==> src/core/lcp_pkg.sv <==
// shared constants and types for the login common parameter codec
package lcp_pkg;
    localparam int          LCP_WORDS      = 4;
    localparam logic [1:0]  LCP_LAST_WORD  = 2'h3;
    localparam logic [15:0] LCP_CREDIT_MAX = 16'h7fff;
    localparam logic [15:0] LCP_CREDIT_DEF = 16'h0001;
    localparam logic [15:0] LCP_CREDIT_LP  = 16'h0000;
    localparam logic [7:0]  LCP_W2_TOP     = 8'h00;
    localparam logic [15:0] LCP_OBSOLETE   = 16'h0000;
    localparam int          LCP_BIT_HI     = 31;
    localparam int          LCP_BIT_LO     = 30;
    // register byte offsets
    localparam logic [5:0]  LCP_REG_CTRL   = 6'h00;
    localparam logic [5:0]  LCP_REG_CREDIT = 6'h04;
    localparam logic [5:0]  LCP_REG_FEAT   = 6'h08;
    localparam logic [5:0]  LCP_REG_W2     = 6'h0c;
    localparam logic [5:0]  LCP_REG_STAT   = 6'h10;
    localparam logic [5:0]  LCP_REG_PEERW1 = 6'h14;
    localparam logic [5:0]  LCP_REG_PEERW2 = 6'h18;
    localparam logic [5:0]  LCP_REG_PEERW3 = 6'h1c;
    // control bits
    localparam int          LCP_CTL_START  = 0;
    localparam int          LCP_CTL_PLOGI  = 1;
    localparam int          LCP_CTL_LOOP   = 2;
    localparam int          LCP_CTL_P2P    = 3;
    localparam int          LCP_CTL_SAME   = 4;
    // status bits, bits 1..3 cleared by writing one
    localparam int          LCP_ST_BUSY    = 0;
    localparam int          LCP_ST_DONE    = 1;
    localparam int          LCP_ST_PERR    = 2;
    localparam int          LCP_ST_TERR    = 3;
    localparam int          LCP_ST_CLEAN   = 4;
    localparam int          LCP_ST_VF      = 5;
    localparam int          LCP_ST_USED    = 6;
    localparam logic [31:0] LCP_RST_CREDIT = 32'h0000_0001;
    localparam logic [31:0] LCP_RST_FEAT   = 32'h0001_0000;
    localparam logic [31:0] LCP_RST_W2     = 32'h0001_0000;

    typedef enum logic [1:0] {
        LCP_IDLE = 2'b00,
        LCP_SEND = 2'b01,
        LCP_RECV = 2'b11
    } lcp_state_t;

    function automatic logic lcp_credit_ok(input logic [15:0] c);
        return (c != 16'h0000) && (c <= LCP_CREDIT_MAX);
    endfunction

    function automatic logic [15:0] lcp_credit_clamp(input logic [15:0] c);
        if (c == 16'h0000)
            return LCP_CREDIT_DEF;
        else if (c > LCP_CREDIT_MAX)
            return LCP_CREDIT_MAX;
        else
            return c;
    endfunction
endpackage

==> src/core/lcp_link_if.sv <==
// word-serial login payload link between port and responder
`timescale 1ns/1ps
`default_nettype none
interface lcp_link_if;
    logic        rqValid;
    logic        rqReady;
    logic [31:0] rqData;
    logic        rqIsPlogi;
    logic        acValid;
    logic        acReady;
    logic [31:0] acData;

    modport port (output rqValid, input rqReady, output rqData, output rqIsPlogi,
                  input acValid, output acReady, input acData);
    modport peer (input rqValid, output rqReady, input rqData, input rqIsPlogi,
                  output acValid, input acReady, output acData);
endinterface
`default_nettype wire

==> src/core/lcp_port.sv <==
// port end: builds a login request, parses the accept, keeps the credit count
`timescale 1ns/1ps
`default_nettype none
// Function
// RULE1 - word 0 low half carries buffer credit
// RULE2 - sent credit is 1 to 32767, never 0
// RULE3 - one shared credit count for all frames
// RULE4 - port login credit only point-to-point or same loop
// RULE5 - continuous offset flag offered in port login
// RULE6 - offset flags apply only to masked categories
// RULE7 - offset capability holds as initiator and recipient
// RULE8 - clean address set only when address unused
// RULE9 - fabric request bit 31 shows multiple IDs
// RULE10 - random offset flag offered in port login
// RULE11 - fabric login bit 30 shows virtual fabrics
// RULE12 - port login word 2 layout zero, sequences, mask
// RULE13 - fabric accept carries timeouts in words 2, 3
// RULE14 - word 1 features, exponent, receive size
// RULE15 - obsolete version half is ignored
// RULE16 - default credit 1, loop port 0
// RULE17 - zero received credit flagged, not loaded
module lcp_port
    import lcp_pkg::*;
(
    input  wire logic        clk,
    input  wire logic        reset_n,
    input  wire logic        ce,
    lcp_link_if.port         link,
    input  wire logic [5:0]  avs_address,
    input  wire logic        avs_read,
    input  wire logic        avs_write,
    input  wire logic [31:0] avs_writedata,
    output logic [31:0]      avs_readdata,
    output logic             avs_waitrequest,
    input  wire logic        frameSent,
    input  wire logic        readyReturned,
    output logic             creditAvail,
    output logic [15:0]      roContMask,
    output logic [15:0]      roRandMask
);
    lcp_state_t  state_reg;
    logic [1:0]  idx_reg;
    logic [4:0]  ctrl_reg;
    logic [31:0] credit_reg;
    logic [31:0] feat_reg;
    logic [31:0] w2_reg;
    logic [3:0]  stat_reg;
    logic        clean_reg;
    logic        vf_reg;
    logic        used_reg;
    logic        loggedIn_reg;
    logic [15:0] creditCnt_reg;
    logic [15:0] creditCnt_next;
    logic [15:0] peerCredit_reg;
    logic [31:0] peerW1_reg;
    logic [31:0] peerW2_reg;
    logic [31:0] peerW3_reg;
    logic        rdDone_reg;
    logic [31:0] txWord;
    logic [31:0] rdMux;

    // feature register: 0 cont offset, 1 random offset, 2 multi id, 3 vf, 7:4 exponent, 27:16 rx size
    wire        isPlogi   = ctrl_reg[LCP_CTL_PLOGI];
    wire [15:0] myCredit  = credit_reg[15:0];
    wire        wrEn      = ce && avs_write;
    wire        rdEn      = ce && avs_read;
    wire        startReq  = wrEn && (avs_address == LCP_REG_CTRL) && avs_writedata[LCP_CTL_START];
    wire        creditBad = !lcp_credit_ok(myCredit);
    wire        launch    = startReq && (state_reg == LCP_IDLE) && !creditBad;   // [RULE2]
    wire        txFire    = ce && (state_reg == LCP_SEND) && link.rqReady;
    wire        rxFire    = ce && (state_reg == LCP_RECV) && link.acValid;
    wire        rxLast    = rxFire && (idx_reg == LCP_LAST_WORD);
    wire        stClr     = wrEn && (avs_address == LCP_REG_STAT);
    wire        creditUse = !isPlogi || ctrl_reg[LCP_CTL_P2P] || ctrl_reg[LCP_CTL_SAME]; // [RULE4]
    wire        peerZero  = (peerCredit_reg == 16'h0000);
    wire        loadCred  = rxLast && creditUse && !peerZero;                 // [RULE17]
    wire [15:0] featHi    = isPlogi ? {feat_reg[0], feat_reg[1], 14'h0000}    // [RULE5] [RULE10]
                                    : {feat_reg[2], feat_reg[3], 14'h0000};   // [RULE9] [RULE11]
    wire [15:0] defCredit = ctrl_reg[LCP_CTL_LOOP] ? LCP_CREDIT_LP : LCP_CREDIT_DEF; // [RULE16]
    // a send and a return together cancel, even at a saturated end
    wire        incCred   = readyReturned && !frameSent && (creditCnt_reg != LCP_CREDIT_MAX);
    wire        decCred   = frameSent && !readyReturned && (creditCnt_reg != 16'h0000);
    wire [3:0]  stSet     = {launch ? 1'b0 : startReq, rxLast && peerZero && creditUse,
                             rxLast, 1'b0};

    // the offset flags are advertised only for categories set in our own mask
    assign roContMask  = feat_reg[0] ? w2_reg[15:0] : 16'h0000;  // [RULE6] [RULE7]
    assign roRandMask  = feat_reg[1] ? w2_reg[15:0] : 16'h0000;  // [RULE6] [RULE7]
    assign creditAvail = (creditCnt_reg != 16'h0000);
    assign link.rqValid   = ce && (state_reg == LCP_SEND);
    assign link.rqData    = txWord;
    assign link.rqIsPlogi = isPlogi;
    assign link.acReady   = ce && (state_reg == LCP_RECV);
    // reads take one wait cycle so readdata comes from a flip-flop
    assign avs_waitrequest = !ce || (avs_read && !rdDone_reg);

    always_comb begin
        case (idx_reg)
            2'h0: txWord = {LCP_OBSOLETE, myCredit};                                 // [RULE1] [RULE15]
            2'h1: txWord = {featHi, feat_reg[7:4], feat_reg[27:16]};                 // [RULE14]
            2'h2: txWord = isPlogi ? {LCP_W2_TOP, w2_reg[23:16], w2_reg[15:0]}      // [RULE12]
                                   : 32'h0000_0000;
            default: txWord = 32'h0000_0000;
        endcase
    end

    always_comb begin
        case (avs_address)
            LCP_REG_CTRL:   rdMux = {27'h0, ctrl_reg[4:1], 1'b0};
            LCP_REG_CREDIT: rdMux = credit_reg;
            LCP_REG_FEAT:   rdMux = feat_reg;
            LCP_REG_W2:     rdMux = w2_reg;
            LCP_REG_STAT:   rdMux = {creditCnt_reg, 9'h0, used_reg, vf_reg, clean_reg,
                                     stat_reg[3:1], state_reg != LCP_IDLE};
            LCP_REG_PEERW1: rdMux = peerW1_reg;
            LCP_REG_PEERW2: rdMux = peerW2_reg;
            LCP_REG_PEERW3: rdMux = peerW3_reg;
            default:        rdMux = 32'h0000_0000;
        endcase
    end

    // single counter for every flow-controlled frame, whatever its class
    always_comb begin
        if (loadCred)
            creditCnt_next = peerCredit_reg;                     // [RULE4]
        else if (!loggedIn_reg)
            creditCnt_next = defCredit;                          // [RULE16]
        else if (incCred && !decCred)
            creditCnt_next = creditCnt_reg + 16'h0001;           // [RULE3]
        else if (decCred && !incCred)
            creditCnt_next = creditCnt_reg - 16'h0001;           // [RULE3]
        else
            creditCnt_next = creditCnt_reg;
    end

    always_ff @(posedge clk or negedge reset_n) begin
        if (!reset_n) begin
            ctrl_reg   <= 5'h00;
            credit_reg <= LCP_RST_CREDIT;
            feat_reg   <= LCP_RST_FEAT;
            w2_reg     <= LCP_RST_W2;
        end else if (wrEn) begin
            if (avs_address == LCP_REG_CTRL && state_reg == LCP_IDLE)
                ctrl_reg <= {avs_writedata[4:1], 1'b0};
            if (avs_address == LCP_REG_CREDIT)
                credit_reg <= {16'h0000, avs_writedata[15:0]};
            if (avs_address == LCP_REG_FEAT)
                feat_reg <= {4'h0, avs_writedata[27:16], 8'h00, avs_writedata[7:0]};
            if (avs_address == LCP_REG_W2)
                w2_reg <= {8'h00, avs_writedata[23:0]};
        end
    end

    always_ff @(posedge clk or negedge reset_n) begin
        if (!reset_n) begin
            avs_readdata <= 32'h0000_0000;
            rdDone_reg   <= 1'b0;
        end else if (ce) begin
            rdDone_reg <= rdEn && !rdDone_reg;
            if (rdEn && !rdDone_reg)
                avs_readdata <= rdMux;
        end
    end

    // sticky status: a hardware set in the same cycle beats the software clear
    always_ff @(posedge clk or negedge reset_n) begin
        if (!reset_n)
            stat_reg <= 4'h0;
        else if (ce)
            stat_reg <= stSet | (stat_reg & ~(stClr ? avs_writedata[3:0] : 4'h0));
    end

    always_ff @(posedge clk or negedge reset_n) begin
        if (!reset_n) begin
            state_reg      <= LCP_IDLE;
            idx_reg        <= 2'h0;
            peerCredit_reg <= 16'h0000;
            peerW1_reg     <= 32'h0000_0000;
            peerW2_reg     <= 32'h0000_0000;
            peerW3_reg     <= 32'h0000_0000;
        end else if (ce) begin
            case (state_reg)
                LCP_IDLE: begin
                    if (launch) begin
                        state_reg <= LCP_SEND;
                        idx_reg   <= 2'h0;
                    end
                end
                LCP_SEND: begin
                    if (txFire) begin
                        idx_reg <= idx_reg + 2'h1;
                        if (idx_reg == LCP_LAST_WORD)
                            state_reg <= LCP_RECV;
                    end
                end
                LCP_RECV: begin
                    if (rxFire) begin
                        idx_reg <= idx_reg + 2'h1;
                        case (idx_reg)
                            2'h0: peerCredit_reg <= link.acData[15:0];   // [RULE15]
                            2'h1: peerW1_reg     <= link.acData;
                            2'h2: peerW2_reg     <= link.acData;
                            default: peerW3_reg  <= link.acData;
                        endcase
                        if (rxLast)
                            state_reg <= LCP_IDLE;
                    end
                end
                default: state_reg <= LCP_IDLE;
            endcase
        end
    end

    always_ff @(posedge clk or negedge reset_n) begin
        if (!reset_n) begin
            creditCnt_reg <= LCP_CREDIT_DEF;
            loggedIn_reg  <= 1'b0;
            clean_reg     <= 1'b0;
            vf_reg        <= 1'b0;
            used_reg      <= 1'b0;
        end else if (ce) begin
            creditCnt_reg <= creditCnt_next;
            if (launch)
                loggedIn_reg <= 1'b0;
            else if (loadCred)
                loggedIn_reg <= 1'b1;
            if (rxLast) begin
                // clean address and vf only mean something in a fabric accept
                clean_reg <= !isPlogi && peerW1_reg[LCP_BIT_HI];   // [RULE8]
                vf_reg    <= !isPlogi && peerW1_reg[LCP_BIT_LO];   // [RULE11]
                used_reg  <= loadCred;
            end
        end
    end
endmodule // lcp_port
`default_nettype wire

==> src/flat_wrapper.sv <==
// flat-port wrapper written by rule: the top's interface ports become plain ports
module lcp_port_flat import lcp_pkg::*;
  (clk, reset_n, ce, avs_address, avs_read, avs_write, avs_writedata, avs_readdata, avs_waitrequest, frameSent, readyReturned, creditAvail, roContMask, roRandMask, link_rqValid, link_rqReady, link_rqData, link_rqIsPlogi, link_acValid, link_acReady, link_acData);
  lcp_link_if link_i ();
  input  wire logic clk;
  input  wire logic reset_n;
  input  wire logic ce;
  input  wire logic [5:0] avs_address;
  input  wire logic avs_read;
  input  wire logic avs_write;
  input  wire logic [31:0] avs_writedata;
  output logic [31:0] avs_readdata;
  output logic avs_waitrequest;
  input  wire logic frameSent;
  input  wire logic readyReturned;
  output logic creditAvail;
  output logic [15:0] roContMask;
  output logic [15:0] roRandMask;
  output wire logic [$bits(link_i.rqValid)-1:0] link_rqValid;
  input wire logic [$bits(link_i.rqReady)-1:0] link_rqReady;
  output wire logic [$bits(link_i.rqData)-1:0] link_rqData;
  output wire logic [$bits(link_i.rqIsPlogi)-1:0] link_rqIsPlogi;
  input wire logic [$bits(link_i.acValid)-1:0] link_acValid;
  output wire logic [$bits(link_i.acReady)-1:0] link_acReady;
  input wire logic [$bits(link_i.acData)-1:0] link_acData;
  assign link_rqValid = link_i.rqValid;
  assign link_i.rqReady = link_rqReady;
  assign link_rqData = link_i.rqData;
  assign link_rqIsPlogi = link_i.rqIsPlogi;
  assign link_i.acValid = link_acValid;
  assign link_acReady = link_i.acReady;
  assign link_i.acData = link_acData;
  lcp_port u_core (.clk(clk), .reset_n(reset_n), .ce(ce), .link(link_i), .avs_address(avs_address), .avs_read(avs_read), .avs_write(avs_write), .avs_writedata(avs_writedata), .avs_readdata(avs_readdata), .avs_waitrequest(avs_waitrequest), .frameSent(frameSent), .readyReturned(readyReturned), .creditAvail(creditAvail), .roContMask(roContMask), .roRandMask(roRandMask));
endmodule
==> config.mk <==
export PLATFORM = sky130hd
export DESIGN_NAME = lcp_port_flat
export DESIGN_NICKNAME = d
export VERILOG_FILES = /design/src/core/lcp_pkg.sv /design/src/core/lcp_link_if.sv /design/src/core/lcp_port.sv /design/src/flat_wrapper.sv
export SDC_FILE = /design/constraint.sdc
export NUM_CORES = 1
export LEC_CHECK = 0
export BUFFER_PORTS_ARGS = -buffer_cell sky130_fd_sc_hd__buf_2
export CAP_MARGIN = 20
export CORE_ASPECT_RATIO = 0.7
export CORE_MARGIN = 1.5
export CORE_UTILIZATION = 45
export DETAILED_ROUTE_END_ITERATION = 8
export HOLD_SLACK_MARGIN = 0.03
export PLACE_DENSITY = 0.68
export SETUP_SLACK_MARGIN = 0.1
export SYNTH_ARGS = -nofsm -noshare
export SYNTH_HDL_FRONTEND = slang
export SYNTH_SLANG_ARGS = --single-unit
==> constraint.sdc <==
create_clock -name clk -period 3 [get_ports clk]
set_input_delay 0.3 -clock clk [delete_from_list [all_inputs] [get_ports clk]]
set_output_delay 0.3 -clock clk [all_outputs]
set_load 0.005 [all_outputs]
* Word-level counts from Yosys, hierarchy flattened
Cells that the tools add are included.
** Storage, ports and cells
- Register bits after elaboration :: 237
- Bits in latches :: 0
- RAM bits :: 0
- ROM bits :: 0
- Output and inout bits :: 101
- Word-level logic and storage cells :: 133
- Memories kept :: 0
** Cells by class
- Add/subtract/negate cells :: 3
- Multiply operators :: 0
- Div/mod/pow operators :: 0
- $lt $le $gt $ge :: 1
- Equal/unequal tests :: 19
- Shift operators :: 0
- Muxes and demuxes :: 25
- Bitwise logic cells :: 4
- Reductions and logical operators :: 63
** Operators by type and width (number)
- $pmux 32 s8 :: 1
- $mux 16 :: 7
- $pmux 32 s3 :: 1
- $reduce_bool 16->1 :: 2
- $logic_and 1x1->1 :: 28
- $eq 6x5->1 const B :: 4
- $mux 24 :: 1
- $add 16x1->16 const B :: 1
- $le 16x15->1 const B :: 1
- $logic_not 16->1 :: 1
- $mux 2 :: 8
- $ne 16x15->1 const B :: 1
- $reduce_and 2->1 :: 8
- $reduce_and 4->1 :: 4
- $sub 16x1->16 const B :: 1
- $eq 6x4->1 const B :: 2
- $pmux 2 s3 :: 2
- $logic_not 1->1 :: 8
- $ne 2x1->1 const B :: 4
- $eq 2x2->1 const B :: 3
- $eq 6x3->1 const B :: 1
- $logic_not 6->1 :: 1
- $reduce_and 6->1 :: 1
- $reduce_and 5->1 :: 1
- other kinds (15) :: 23

* Logic depth before layout (Yosys ltp)
- Depth in word-level cells :: 9
- Mapped depth :: 13

* Worst setup path before layout
OpenSTA, ideal clock, no wires.
- Path type :: register to register
- Start :: register u_core.creditCnt_reg[0]
- End :: register u_core.creditCnt_reg[15]
- Setup time :: 0.127 ns
- Arrival :: 3.108 ns
- Data required time :: 2.873 ns
- Slack :: -0.235 ns
- Cell stages (with the launch flop) :: 14
- Cells stage by stage :: dfstp_2 > nand4_1 > nor4_1 > nor3b_1 > ha_1 > inv_1 > ha_1 > a211oi_1 > o211ai_1 > a41oi_2 > a31oi_1 > xnor2_1 > mux2i_1 > o21ai_1
** Between the ends
- Longest elaborated chain between the ends :: 7
- Elaborated cells between the ends (all ways) :: 16
- Classes of those cells :: add/sub: 2; eq/ne: 2; mux: 4; reduce/logical: 8
** RTL lines
- start, declared :: line lcp_port.sv:52 : logic [15:0] creditCnt_reg;
- start signal, assigned :: line lcp_port.sv:222 : creditCnt_reg <= creditCnt_next;
- parallel branches: the longest is 7 deep, another holds $sub 16x1->16
Several ways; the timed one is not identified. The select of a mux whose other input is x is not followed.
A chain may end at the register's enable or synchronous reset.

* Worst setup path after layout
- Start :: register u_core.creditCnt_reg[0]
- End :: register u_core.creditCnt_reg[11]
The elaborated chain is that of the path after synthesis.

==> run summary <==
Outcome = finished with violations
Violated checks = negative setup slack
Vias/cell = 6.11
Avg Inst Size Synth = 11.9 um2
Min cycle time layout = 3.28 ns
Largest net degree at the start of global routing = 68
Floorplan row count = 48
Final setup margin = -0.283 ns
Fraction of layout cells with a size suffix above 1 = 44.6%
Slowest CP cell = dfstp_2
Post-synthesis register bit count = 236
Fillers = 2080
Power per Cell Area = 497 nW/um2
Crit end category = register
Worst slew pin tran = 0.823 ns
Final Hold Fails = 0
Main flop type after synthesis = dfrtp_1
TritonCTS clock tree = built
WHS Path Cells = 2
Max Fclk = 0.305 GHz
Startpoint class of the critical path = register
Ys async rst share = 100%
Sequential area share after synthesis = 51.2%
CTS Root Cell = clkbuf_16
Clk_skew = 0.0135 ns
R2r worst-path depth = 16
Synth top area cells = dfrtp_1 50%, mux2_2 17%, a22oi_1 3.5%
Total die area = 26600 um2
Req. time, crit path = 3.39 ns
Max-cap viol count = 0
Residual DRC count = 0
First-pass GRT wire length = 57600 um
Ports = 180
Count of yosys warnings during synthesis = 0
Die Y-Extent = 137 um
Final instance area = 14600 um2
Leakage power figure = 7.37 nW
Core area = 24900 um2
Nets = 1323
Yosys cell types = 65
RSZ-0062 raised after global routing = true
Via count = 9553
Hold Startpoint = avs_writedata[27]
Crit-path cells = nand4_1 -> nor4_2 -> nor3b_2 -> ha_2 -> clkinvlp_4 -> buf_12 -> ha_4 -> o211ai_1 -> o211ai_1 -> buf_4 -> a41oi_4 -> buf_4 -> o21ai_2 -> xor2_1 -> a211oi_1 -> nor3_1
Max Slew Vio Count = 0
Register area = 5910 um2
Area of the multi-input gates = 5680 um2
Worst IR Drop VDD = 0.299 mV
CTS sink cnt = 236
Worst slack, placed = -0.353 ns
Yosys top cell by area = dfrtp_1
RR Startpoint = u_core.creditCnt_reg[0]
DP Wirelength = 27200 um
DRT Pass-1 Iters = 7
Worst min path class = input pin to register
FF-to-FF setup slack = -0.28 ns
Vias in the first global route = 9312
Die Wd = 194 um
GRT Residual Overflow = 0
Share of the synthesized area in the top cell type = 50.3%
I/O Buffers = 169
Worst r2r dst = u_core.creditCnt_reg[11]
Crit Path Class = register to register
Cell Area, Placed = 13300 um2
Worst path max stage delay = 0.60 ns
Arrival @ worst endpoint = 3.67 ns
DR WL/cell = 24.3 um
ANT nets after route = 0
Mapped Area = 11500 um2
H-tree depth = 1
Cts bufs inserted = 23
Max Fanout on Critical Path = 8
Iteration-0 DRC Markers = 1014
Final setup vio count = 9
RePlAce Congestion = 0.914
Area grow syn2layout = 26.4%
Post-synth EDFFs = 0
Fin crit share = 109%
Initial antenna violation count = 4
CTS max path bufs = 3
Initial Util = 46.3%
Final Util = 58.5%
Worst-path clk slew = 0.07 ns
GRT Util Overall = 28.7%
Worst Hold End = u_core.feat_reg[27]
Post-Synthesis Cells = 974
Final WL = 38000 um
Skew-Pair Late Insertion Delay = 0.51 ns
Slew margin rel. = 45.2%
-- cells in the mapped netlist (16+ instances only) --
cell      number
a222oi_1      31
o21ai_0       16
clkbuf_1      30
o21ai_1       20
and2_1        41
a21oi_1       29
buf_2         23
nor2_1        36
ha_1          22
a21o_1        19
nand2_1       65
mux2_2       175
a221oi_1      17
dfrtp_1      232
a22oi_1       54
-- routing by layer --
layer / vias to the layer above / GRT usage (%) / routed length [um] / share of wire (%)
li1: 4152 / - / - / -
met1: 4861 / 41.8 / 16800 / 44
met2: 488 / 43.1 / 16700 / 44
met3: 48 / 7.66 / 4000 / 11
met4: 4 / 5.21 / 546 / 1.4
met5: - / 0 / 24 / 0.063
-- critical path: cells and delay by family, from the launching register on --
family	cells	cell delay, ns
fa+ha+maj	2	0.43
xor+xnor	1	0.14
flops	1	0.60
compound gates	5	0.79
simple gates	4	0.62
buf+inv	4	0.56
-- report_power, final --
part	total, mW	internal (mW)	switching (mW)	leakage (nW)
registers	3.43	3.28	0.153	3.24
clock network	2.82	1.56	1.26	0.354
logic	0.991	0.454	0.537	3.78
total	7.24	5.30	1.95	7.37
-- placed cells by master (no fill, tap or decap), types with 5 or more instances in the layout --
cell,count
a21o_1,19
a21oi_1,21
a21oi_2,7
a221oi_1,15
a222oi_1,31
a22o_1,14
a22oi_1,51
and2_1,41
and3_1,7
buf_2,168
buf_4,89
buf_6,12
clkbuf_1,6
clkbuf_16,23
clkinv_2,6
conb_1,6
dfrtp_1,231
dlygate4sd3_1,6
ha_1,7
ha_4,14
inv_1,12
mux2_2,175
nand2_1,63
nand2b_1,5
nand3_1,10
nand4_1,9
nor2_1,33
nor3_1,5
nor4_1,9
nor4_2,5
o21ai_0,13
o21ai_1,22
xnor2_1,5
-- layout make-up --
cell class,count,area share (%)
flip-flops and latches,236,40.5
multi-input cells,666,38.9
repair buffers,281,12.4
clock buffers,31,4.29
well taps,325,2.79
clock inverters,10,0.635
inverters,13,0.360
diodes,2,0.0343
-- cell families (layout without fill, tap and decap cells) --
| group | Yosys count | after routing | share of synthesized area (%) |
|---|---|---|---|
| AO/OA/AOI/OAI | 229 | 229 | 14.7 |
| XOR/XNOR | 12 | 12 | 0.910 |
| adder cells (fa/ha/maj) | 23 | 23 | 2.56 |
| buffers and inverters | 77 | 335 | 3.14 |
| flip-flops | 236 | 236 | 51.2 |
| multiplexers | 180 | 180 | 17.5 |
| other | 1 | 8 | 0.0325 |
| AND/OR/NAND/NOR | 216 | 216 | 9.94 |
-- what timing repair did --
action	CTS	global route
hold buffers	6	0
endpoints found under the hold margin	66	0
pin swaps	34	14
cloned	0	0
gates resized for setup	51	20
buffers inserted	10	0
endpoints found under the setup margin	12	16
-- how the worst max path moves through the flow --
stage / from / end / slack [ns]
final: u_core.creditCnt_reg[0] / u_core.creditCnt_reg[11] / -0.28
after global routing: u_core.creditCnt_reg[0] / u_core.creditCnt_reg[15] / -0.44
after CTS: u_core.creditCnt_reg[3] / u_core.creditCnt_reg[9] / -0.13
after detailed placement: u_core.creditCnt_reg[1] / u_core.creditCnt_reg[11] / -0.35
after global placement: u_core.creditCnt_reg[3] / u_core.creditCnt_reg[11] / -0.34
after floorplan: u_core.creditCnt_reg[3] / u_core.creditCnt_reg[15] / -0.14
-- through the flow --
stage / cells / total power [mW] / setup TNS, ns / hold WS, ns
final: 1564 / 7.24 / -1.57 / 0.0407
after global routing: 1562 / 7.49 / -3.14 / 0.0415
after CTS: 1562 / 7.22 / -0.711 / 0.0314
after detailed placement: 1505 / 4.33 / -2.21 / 0.287
after global placement: 1505 / 4.31 / -2.09 / 0.295
after floorplan: 979 / 3.82 / -0.519 / 0.00441
Power figures use the tool's default switching activity.
